==> src/rtl/fps_defs.vh <==
// Register offsets, fields, reset values and timing constants of the flash sequencer
`ifndef FPS_DEFS_VH
`define FPS_DEFS_VH

`define FPS_OFS_CTRL        8'h00
`define FPS_OFS_READCTRL    8'h04
`define FPS_OFS_WRITECTRL   8'h08
`define FPS_OFS_WRITECMD    8'h0C
`define FPS_OFS_ADDRB       8'h10
`define FPS_OFS_WDATA       8'h18
`define FPS_OFS_STATUS      8'h1C
`define FPS_OFS_IF          8'h2C
`define FPS_OFS_IFS         8'h30
`define FPS_OFS_IFC         8'h34
`define FPS_OFS_IEN         8'h38
`define FPS_OFS_LOCK        8'h3C
`define FPS_OFS_CMD         8'h40
`define FPS_OFS_HITS        8'h44
`define FPS_OFS_MISSES      8'h48
`define FPS_OFS_TIMEBASE    8'h50
`define FPS_OFS_MASSLOCK    8'h54
`define FPS_OFS_IRQLAT      8'h58

// Command register bits
`define FPS_CMD_LOAD_ADDR   0
`define FPS_CMD_ERASE_PAGE  1
`define FPS_CMD_WRITE_END   2
`define FPS_CMD_SINGLE_WR   3
`define FPS_CMD_DMA_TRIG    4
`define FPS_CMD_ERASE_ABORT 5
`define FPS_CMD_FULL_ERASE  8

// Status register bits
`define FPS_ST_BUSY         0
`define FPS_ST_LOCKED       1
`define FPS_ST_INVALID_ADDRESS_FLAG      2
`define FPS_ST_DATA_READY   3
`define FPS_ST_WR_TIMEOUT   4
`define FPS_ST_ERASE_ABORTED 5

// Timebase fields
`define FPS_TB_BASE_W       6
`define FPS_TB_PERIOD_BIT   16
`define FPS_TB_RESET        32'h00000010

`define FPS_CTRL_RESET      32'h00000001
`define FPS_READCTRL_RESET  32'h00000001
`define FPS_UNLOCK_KEY      16'h631A

// Flash geometry: 32 kB array, 1 kB pages
`define FPS_FLASH_BYTES     32'h00008000
`define FPS_PAGE_SHIFT      10
`define FPS_PAGES           32

// Pulse lengths in timebase periods
`define FPS_WRITE_TICKS     16'h0014
`define FPS_PERASE_TICKS    16'h0FA0
`define FPS_MERASE_TICKS    16'h2710

`endif

==> src/rtl/fps_timebase.v <==
// Timebase tick generator counting aux timing clock enables
`timescale 1ns/1ns
module fps_timebase (
  // Clock and reset
  input  wire                   clk,
  input  wire                   rst_b,
  // Aux timing clock enable and setup
  input  wire                   aux_timing_en,
  input  wire [5:0]             base,
  input  wire                   long_period,
  input  wire                   run,
  // Tick out
  output reg                    tick
);
  reg [5:0] cyc_q;
  reg [2:0] sub_q;

  // One period is base+1 aux cycles; long period takes five of them
  always @(posedge clk or negedge rst_b) begin
    if (!rst_b) begin
      cyc_q <= 6'h00;
      sub_q <= 3'h0;
      tick  <= 1'b0;
    end else begin
      tick <= 1'b0;
      if (!run) begin
        cyc_q <= 6'h00;
        sub_q <= 3'h0;
      end else if (aux_timing_en) begin
        if (cyc_q == base) begin
          cyc_q <= 6'h00;
          if (!long_period || sub_q == 3'h4) begin
            sub_q <= 3'h0;
            tick  <= 1'b1;
          end else begin
            sub_q <= sub_q + 3'h1;
          end
        end else begin
          cyc_q <= cyc_q + 6'h01;
        end
      end
    end
  end
endmodule // fps_timebase

==> src/rtl/fps_sequencer.v <==
// Flash program and erase sequencer with classic Wishbone register slave
`timescale 1ns/1ns
`include "fps_defs.vh"
module fps_sequencer (
  // Clock and reset
  input  wire        clk,
  input  wire        rst_b,
  // Wishbone slave
  input  wire        wb_cyc_i,
  input  wire        wb_stb_i,
  input  wire        wb_we_i,
  input  wire [7:0]  wb_adr_i,
  input  wire [3:0]  wb_sel_i,
  input  wire [31:0] wb_dat_i,
  output reg  [31:0] wb_dat_o,
  output reg         wb_ack_o,
  output reg         wb_err_o,
  // System side
  input  wire        aux_timing_en,
  input  wire        deep_sleep_state,
  input  wire [31:0] page_lock_bits,
  input  wire        full_erase_lock_word,
  input  wire        unmapped_access,
  output wire        unmapped_bus_error,
  input  wire        flash_read_req,
  output wire        flash_read_stall,
  output wire        dma_request,
  // Flash array
  output reg         flash_prog,
  output reg         flash_page_erase,
  output reg         flash_full_erase,
  output reg  [14:0] flash_addr,
  output reg  [31:0] flash_wdata,
  input  wire [31:0] flash_rdata
);
  localparam ST_IDLE  = 2'b00;
  localparam ST_WRITE = 2'b01;
  localparam ST_PERASE = 2'b10;
  localparam ST_MERASE = 2'b11;

  reg [1:0]  state_q;
  reg        fault_sel_q;
  reg [7:0]  readctrl_q;
  reg [1:0]  writectrl_q;
  reg [31:0] addrb_q;
  reg [31:0] addr_q;
  reg [31:0] wdata_q;
  reg        wdata_full_q;
  reg        invalid_address_flag_q;
  reg        locked_q;
  reg        aborted_q;
  reg        dma_mode_q;
  reg [3:0]  if_q;
  reg [3:0]  ien_q;
  reg        unlocked_q;
  reg [5:0]  tb_base_q;
  reg        tb_long_q;
  reg [15:0] ticks_q;
  reg [15:0] irqlat_q;
  wire       tick;

  wire       req      = wb_cyc_i & wb_stb_i & ~wb_ack_o & ~wb_err_o;
  wire       wr       = req & wb_we_i;
  wire [31:0] cmd_bits = (wr && wb_adr_i == `FPS_OFS_WRITECMD) ? wb_dat_i : 32'h00000000;
  wire       busy     = (state_q != ST_IDLE);
  wire       data_ready = ~wdata_full_q;
  wire       page_lk  = page_lock_bits[addrb_q[`FPS_PAGE_SHIFT+4:`FPS_PAGE_SHIFT]];
  wire       op_ok    = ~invalid_address_flag_q & ~locked_q;
  wire       done_tick = tick && (ticks_q == 16'h0001);
  reg        mapped;

  fps_timebase u_timebase (
    .clk           (clk),
    .rst_b         (rst_b),
    .aux_timing_en (aux_timing_en),
    .base          (tb_base_q),
    .long_period   (tb_long_q),
    .run           (busy),
    .tick          (tick)
  );

  // Flash reads wait while the array is busy; RAM is not routed here
  assign flash_read_stall   = flash_read_req & busy;
  assign dma_request        = dma_mode_q & data_ready;
  assign unmapped_bus_error = unmapped_access & ~fault_sel_q;

  always @* begin
    case (wb_adr_i)
      `FPS_OFS_CTRL, `FPS_OFS_READCTRL, `FPS_OFS_WRITECTRL, `FPS_OFS_WRITECMD,
      `FPS_OFS_ADDRB, `FPS_OFS_WDATA, `FPS_OFS_STATUS, `FPS_OFS_IF, `FPS_OFS_IFS,
      `FPS_OFS_IFC, `FPS_OFS_IEN, `FPS_OFS_LOCK, `FPS_OFS_CMD, `FPS_OFS_HITS,
      `FPS_OFS_MISSES, `FPS_OFS_TIMEBASE, `FPS_OFS_MASSLOCK, `FPS_OFS_IRQLAT: mapped = 1'b1;
      default: mapped = 1'b0;
    endcase
  end

  // Bus answer: one cycle after the request, err for unmapped offsets
  always @(posedge clk or negedge rst_b) begin
    if (!rst_b) begin
      wb_ack_o <= 1'b0;
      wb_err_o <= 1'b0;
      wb_dat_o <= 32'h00000000;
    end else begin
      wb_ack_o <= req & mapped;
      wb_err_o <= req & ~mapped;
      wb_dat_o <= 32'h00000000;
      if (req && !wb_we_i) begin
        case (wb_adr_i)
          `FPS_OFS_CTRL:      wb_dat_o <= {31'h00000000, fault_sel_q};
          `FPS_OFS_READCTRL:  wb_dat_o <= {24'h000000, readctrl_q};
          `FPS_OFS_WRITECTRL: wb_dat_o <= {30'h00000000, writectrl_q};
          `FPS_OFS_ADDRB:     wb_dat_o <= addrb_q;
          `FPS_OFS_WDATA:     wb_dat_o <= wdata_q;
          `FPS_OFS_STATUS:    wb_dat_o <= {26'h0000000, aborted_q, 1'b0, data_ready,
                                           invalid_address_flag_q, locked_q, busy};
          `FPS_OFS_IF:        wb_dat_o <= {28'h0000000, if_q};
          `FPS_OFS_IEN:       wb_dat_o <= {28'h0000000, ien_q};
          `FPS_OFS_TIMEBASE:  wb_dat_o <= {15'h0000, tb_long_q, 10'h000, tb_base_q};
          `FPS_OFS_MASSLOCK:  wb_dat_o <= {31'h00000000, ~unlocked_q};
          `FPS_OFS_IRQLAT:    wb_dat_o <= {16'h0000, irqlat_q};
          default:            wb_dat_o <= 32'h00000000; // Command words read zero
        endcase
      end
    end
  end

  // Register file and sequencer
  always @(posedge clk or negedge rst_b) begin
    if (!rst_b) begin
      state_q      <= ST_IDLE;
      fault_sel_q  <= 1'b1;
      readctrl_q   <= 8'h01;
      writectrl_q  <= 2'b00;
      addrb_q      <= 32'h00000000;
      addr_q       <= 32'h00000000;
      wdata_q      <= 32'h00000000;
      wdata_full_q <= 1'b0;
      invalid_address_flag_q    <= 1'b0;
      locked_q     <= 1'b0;
      aborted_q    <= 1'b0;
      dma_mode_q   <= 1'b0;
      if_q         <= 4'h0;
      ien_q        <= 4'h0;
      unlocked_q   <= 1'b0;
      tb_base_q    <= 6'h10;
      tb_long_q    <= 1'b0;
      ticks_q      <= 16'h0000;
      irqlat_q     <= 16'h0000;
      flash_prog   <= 1'b0;
      flash_page_erase <= 1'b0;
      flash_full_erase <= 1'b0;
      flash_addr   <= 15'h0000;
      flash_wdata  <= 32'hFFFFFFFF;
    end else begin
      if (wr) begin
        case (wb_adr_i)
          `FPS_OFS_CTRL:      fault_sel_q <= wb_dat_i[0];
          `FPS_OFS_READCTRL:  readctrl_q  <= wb_dat_i[7:0] & 8'h9F;
          `FPS_OFS_WRITECTRL: writectrl_q <= wb_dat_i[1:0];
          `FPS_OFS_ADDRB:     addrb_q     <= wb_dat_i;
          `FPS_OFS_IFS:       if_q        <= if_q | wb_dat_i[3:0];
          `FPS_OFS_IFC:       if_q        <= if_q & ~wb_dat_i[3:0];
          `FPS_OFS_IEN:       ien_q       <= wb_dat_i[3:0];
          `FPS_OFS_TIMEBASE: begin
            tb_base_q <= wb_dat_i[`FPS_TB_BASE_W-1:0];
            tb_long_q <= wb_dat_i[`FPS_TB_PERIOD_BIT];
          end
          `FPS_OFS_MASSLOCK:  unlocked_q  <= (wb_dat_i[15:0] == `FPS_UNLOCK_KEY);
          `FPS_OFS_IRQLAT:    irqlat_q    <= wb_dat_i[15:0];
          default: ;
        endcase
      end
      if (wr && wb_adr_i == `FPS_OFS_WDATA) begin
        wdata_q      <= wb_dat_i;
        wdata_full_q <= 1'b1;
      end
      if (cmd_bits[`FPS_CMD_LOAD_ADDR]) begin
        addr_q    <= addrb_q;
        invalid_address_flag_q <= (addrb_q >= `FPS_FLASH_BYTES);
        locked_q  <= (addrb_q < `FPS_FLASH_BYTES) & page_lk;
      end
      flash_prog <= 1'b0;
      case (state_q)
        ST_IDLE: begin
          if (cmd_bits[`FPS_CMD_SINGLE_WR] && op_ok && wdata_full_q) begin
            state_q      <= ST_WRITE;
            flash_addr   <= addr_q[14:0];
            flash_wdata  <= wdata_q; // Array ANDs into cell, ones keep old bits
            flash_prog   <= 1'b1;
            wdata_full_q <= 1'b0;
            ticks_q      <= `FPS_WRITE_TICKS;
            aborted_q    <= 1'b0;
          end else if (cmd_bits[`FPS_CMD_DMA_TRIG] && op_ok) begin
            dma_mode_q <= 1'b1;
          end else if (cmd_bits[`FPS_CMD_ERASE_PAGE] && op_ok) begin
            state_q          <= ST_PERASE;
            flash_addr       <= {addr_q[14:`FPS_PAGE_SHIFT], 10'h000};
            flash_page_erase <= 1'b1;
            ticks_q          <= `FPS_PERASE_TICKS;
            aborted_q        <= 1'b0;
          end else if (cmd_bits[`FPS_CMD_FULL_ERASE] && unlocked_q && !full_erase_lock_word) begin
            state_q          <= ST_MERASE;
            flash_full_erase <= 1'b1;
            ticks_q          <= `FPS_MERASE_TICKS;
            aborted_q        <= 1'b0;
          end
          // DMA stream: each arriving word starts the next program
          if (dma_mode_q && wdata_full_q && !cmd_bits[`FPS_CMD_SINGLE_WR]) begin
            state_q      <= ST_WRITE;
            flash_addr   <= addr_q[14:0];
            flash_wdata  <= wdata_q;
            flash_prog   <= 1'b1;
            wdata_full_q <= 1'b0;
            ticks_q      <= `FPS_WRITE_TICKS;
          end
          if (cmd_bits[`FPS_CMD_WRITE_END])
            dma_mode_q <= 1'b0;
        end
        ST_WRITE: begin
          if (done_tick) begin
            state_q <= ST_IDLE;
            addr_q  <= addr_q + 32'h00000004;
            if_q[0] <= 1'b1;
          end else if (tick) begin
            ticks_q <= ticks_q - 16'h0001;
          end
        end
        default: begin
          // Page or full erase; abort ends it at once
          if (cmd_bits[`FPS_CMD_ERASE_ABORT] || done_tick) begin
            state_q          <= ST_IDLE;
            flash_page_erase <= 1'b0;
            flash_full_erase <= 1'b0;
            aborted_q        <= cmd_bits[`FPS_CMD_ERASE_ABORT];
            if_q[1]          <= 1'b1;
          end else if (tick) begin
            ticks_q <= ticks_q - 16'h0001;
          end
        end
      endcase
      // Buffers are not retained in deep sleep
      if (deep_sleep_state) begin
        addrb_q      <= 32'h00000000;
        wdata_q      <= 32'h00000000;
        wdata_full_q <= 1'b0;
      end
    end
  end
endmodule // fps_sequencer

==> config.mk <==
export PLATFORM = sky130hd
export DESIGN_NAME = fps_sequencer
export DESIGN_NICKNAME = d
export VERILOG_FILES = /design/src/rtl/fps_timebase.v /design/src/rtl/fps_sequencer.v
export VERILOG_INCLUDE_DIRS = /design/src /design/src/rtl
export SDC_FILE = /design/constraint.sdc
export NUM_CORES = 1
export LEC_CHECK = 0
export BUFFER_PORTS_ARGS = -buffer_cell sky130_fd_sc_hd__buf_2
export CORE_MARGIN = 2
export CORE_UTILIZATION = 56
export DETAILED_ROUTE_END_ITERATION = 8
export PLACE_DENSITY_LB_ADDON = 0.3
export SLEW_MARGIN = 40
export SYNTH_ARGS = -nofsm -noshare
export SYNTH_HDL_FRONTEND = slang
export SYNTH_SLANG_ARGS = --single-unit
==> constraint.sdc <==
create_clock -name clk -period 2.4 [get_ports clk]
set_input_delay 0.12 -clock clk [delete_from_list [all_inputs] [get_ports clk]]
set_output_delay 0.12 -clock clk [all_outputs]
set_load 0.01 [all_outputs]
==> results by group <==
Synthesis
  • Seq cells post-synth: 237
  • Top FF cell, synth: dfrtp_1
  • Mean area per synthesized cell: 10.2 sq um
  • Seq/Total Area, Yosys: 0.530
  • YS warnings: 0
  • Yosys top cell area share: 0.448
  • Area contributors post-synth: dfrtp_1 (45%), dfstp_2 (8.2%), nand2_1 (7.2%)
  • Post-Syn Nets: 1224
  • Cell taking the most area after synthesis: dfrtp_1
  • Synth unique cells: 74
  • Mapped Area: 11300 sq um
  • Synth Instances: 1100
  • Ys async rst share: 1.00
  • EDFF count, synth: 0

Min path
  • Min-Delay Path Class: in -> reg

Global routing
  • Largest net degree at the start of global routing: 67
  • Initial antenna violation count: 1
  • Vias in the first global route: 9695
  • GRT overflow: 0
  • Global-route wire length before repair: 50900 microns
  • Total GRT Usage: 0.295

Timing
  • Worst Max-Slew Pin Slew: 741 ps
  • Max_slew headroom: 0.504
  • Setup Skew: 11.1 ps
  • Final setup fails: 0
  • TNS Setup: 0 ps
  • Fmax: 434 MHz
  • Min cycle time layout: 2300 ps
  • RSZ-0062 raised after global routing: no
  • Hold slack: 55.1 ps
  • Final Max Slew Viols: 0
  • Final Hold Fails: 0
  • Final period util: 0.959

Layout
  • Commonest non-fill, non-tap cells in the layout: nand2_1 (216), dfrtp_1 (202), buf_2 (167)
  • Net count, final: 1433
  • Final instance area: 13700 sq um
  • Most common cell after layout, fill and taps aside: nand2_1
  • Fill cell count: 1446
  • Share of layout cells above drive strength 1: 0.301
  • Layout Area Growth over Synthesis: 21.7%

Routing
  • Routed vias/inst: 6.09
  • DRC viols: 0
  • Vias: 9704
  • Drt wl/cell: 19.9 microns
  • Drt first pass iters: 8
  • Initial DRC Count: 831
  • Detail Route Antenna Nets: 0
  • Drt total wl: 31700 microns

Worst setup path
  • Arr. time, crit path: 2710 ps
  • CP Capture Type: flip-flop
  • WP data required: 2810 ps
  • Reg-to-reg slack, setup: 100 ps
  • Critical Path Fanout Max: 5
  • Critical path class: reg -> reg
  • Startpoint Class: flip-flop

Clock tree
  • CTS Sinks: 237
  • TritonCTS clock tree: done
  • CTS root buf: clkbuf_16
  • CTS Buf Count: 24
  • Maximum root-to-sink buffer count: 3
  • Clock Latency Late Sink: 530 ps
  • Post-CTS Repair Setup Buffers: 0
  • Reg clk slew, reported paths: 70 ps
  • CTS H-tree lvls: 1

Die
  • Core area: 19600 sq um
  • Die area: 21300 sq um
  • IO Pins: 205
  • Chip Width: 146 microns
  • Die height: 146 microns
  • Site Rows: 51
  • Starting Density: 0.575

Pwr
  • Max VDD drop: 0.500 mV
  • P per Cell Area: 664 nW/um^2
  • Lkg Pwr: 6.27 nW

Run
  • Maximum Capacitance Violations: 0

Placed design
  • HPWL Detailed: 20900 microns
  • Placer Congestion: 0.970
  • Port Buffers: 168
  • Area after DPL: 12600 sq um

Outcome
  • Status: completed
## what timing repair did
item / 4_1_cts / 5_1_grt
setup endpoints to repair: 0 / 2
gates resized for setup: 0 / 2
hold endpoints to repair: 194 / 0
hold buffers: 34 / 0
## where the power goes
group,total [mW],internal [mW],switching (mW)
registers,4.33,4.14,0.194
logic,1.02,0.421,0.600
clock network,3.75,2.19,1.56
## per-layer routing
layer | wire [microns] | track usage
met3 | 2680 | 0.0502
met2 | 15200 | 0.482
met5 | 0 | 0
met4 | 897 | 0.102
met1 | 12900 | 0.402
## synthesized netlist by cell type, types with 3 or more instances
cell type	count
nand2_1	216
dfrtp_1	202
a21oi_1	95
nor2_1	81
mux2_2	56
clkbuf_1	42
dfstp_2	35
o21ai_0	35
a22oi_1	28
nand3_1	28
nor3_1	24
a31oi_1	22
mux2_4	19
buf_2	16
a222oi_1	12
nand4_1	12
and3_1	11
inv_1	11
nor4_1	10
buf_6	8
mux4_2	8
nor2b_1	8
and2_1	7
o22a_1	7
ha_1	6
or3_1	6
xor2_1	5
a21o_1	4
mux2i_1	4
nor4bb_1	4
o22ai_1	4
o31ai_1	4
xnor2_1	4
a221oi_1	3
buf_1	3
nand2b_1	3
nor3b_1	3
nor4b_1	3
## worst paths after layout
check                                          startpoint                     endpoint  depth (start not counted)
worst min-delay path                          wb_adr_i[2]          if_q[3]$_DFFE_PN0P_                          3
worst max register to register    ticks_q[10]$_DFFE_PN0P_         addr_q[10]$_DFF_PN0_                          6
max in group asynchronous                           rst_b  flash_wdata[26]$_DFFE_PN1P_                          3
worst max-delay path              ticks_q[10]$_DFFE_PN0P_         addr_q[10]$_DFF_PN0_                          6
worst min register to register  flash_addr[0]$_DFFE_PN0P_    flash_addr[0]$_DFFE_PN0P_                          2
min in group asynchronous                           rst_b    flash_addr[7]$_DFFE_PN0P_                          2
## critical path: stages, from the launching register on
cell,delay (ps)
dfrtp_1,420
nor4_2,490
nand2_1,210
or3_1,470
or3_1,390
o22ai_1,150
nor2_1,70
## sequential cells by signal (all words and copies together) (netlist names), 3 cells and up
signal / cells
flash_wdata: 32
wb_dat_o: 32
wdata_q: 32
addr_q: 15
readctrl_q: 6
flash_addr: 15
tb_base_q: 6
ien_q: 4
if_q: 4
u_timebase.cyc_q: 6
u_timebase.sub_q: 3
addrb_q: 32
ticks_q: 16
irqlat_q: 16
## cell families after synthesis
kind of cell	synth area share
and+or+nand+nor	0.181
AOI/OAI and AO/OA	0.140
DFF	0.530
muxes	0.101
buffers and inverters	0.0337
xor gates and xnor gates	0.00699
adders and majority gates	0.00666
## final cells by class
type,instances,area (sq um),share of cell area
Antenna cell,1,2.50,0.000182
Sequential cell,237,5970,0.436
Timing Repair Buffer,252,1630,0.119
Multi-Input combinational cell,783,4950,0.361
Inverter,11,41.3,0.00301
Tap cell,265,332,0.0242
Clock buffer,36,686,0.0500
Clock inverter,8,101,0.00739
## per-stage QoR
step,cells,utilization,worst slack [ps],total power [mW]
2_1_floorplan,1100,-,316,4.96
3_3_place_gp,1514,0.642,211,5.33
3_5_place_dp,1514,0.642,169,5.35
4_1_cts,1592,0.699,149,9.14
5_1_grt,1592,0.700,11.1,9.44
6_report,1593,0.700,97.3,9.11
No activity file was read; power rests on OpenSTA's default activity.
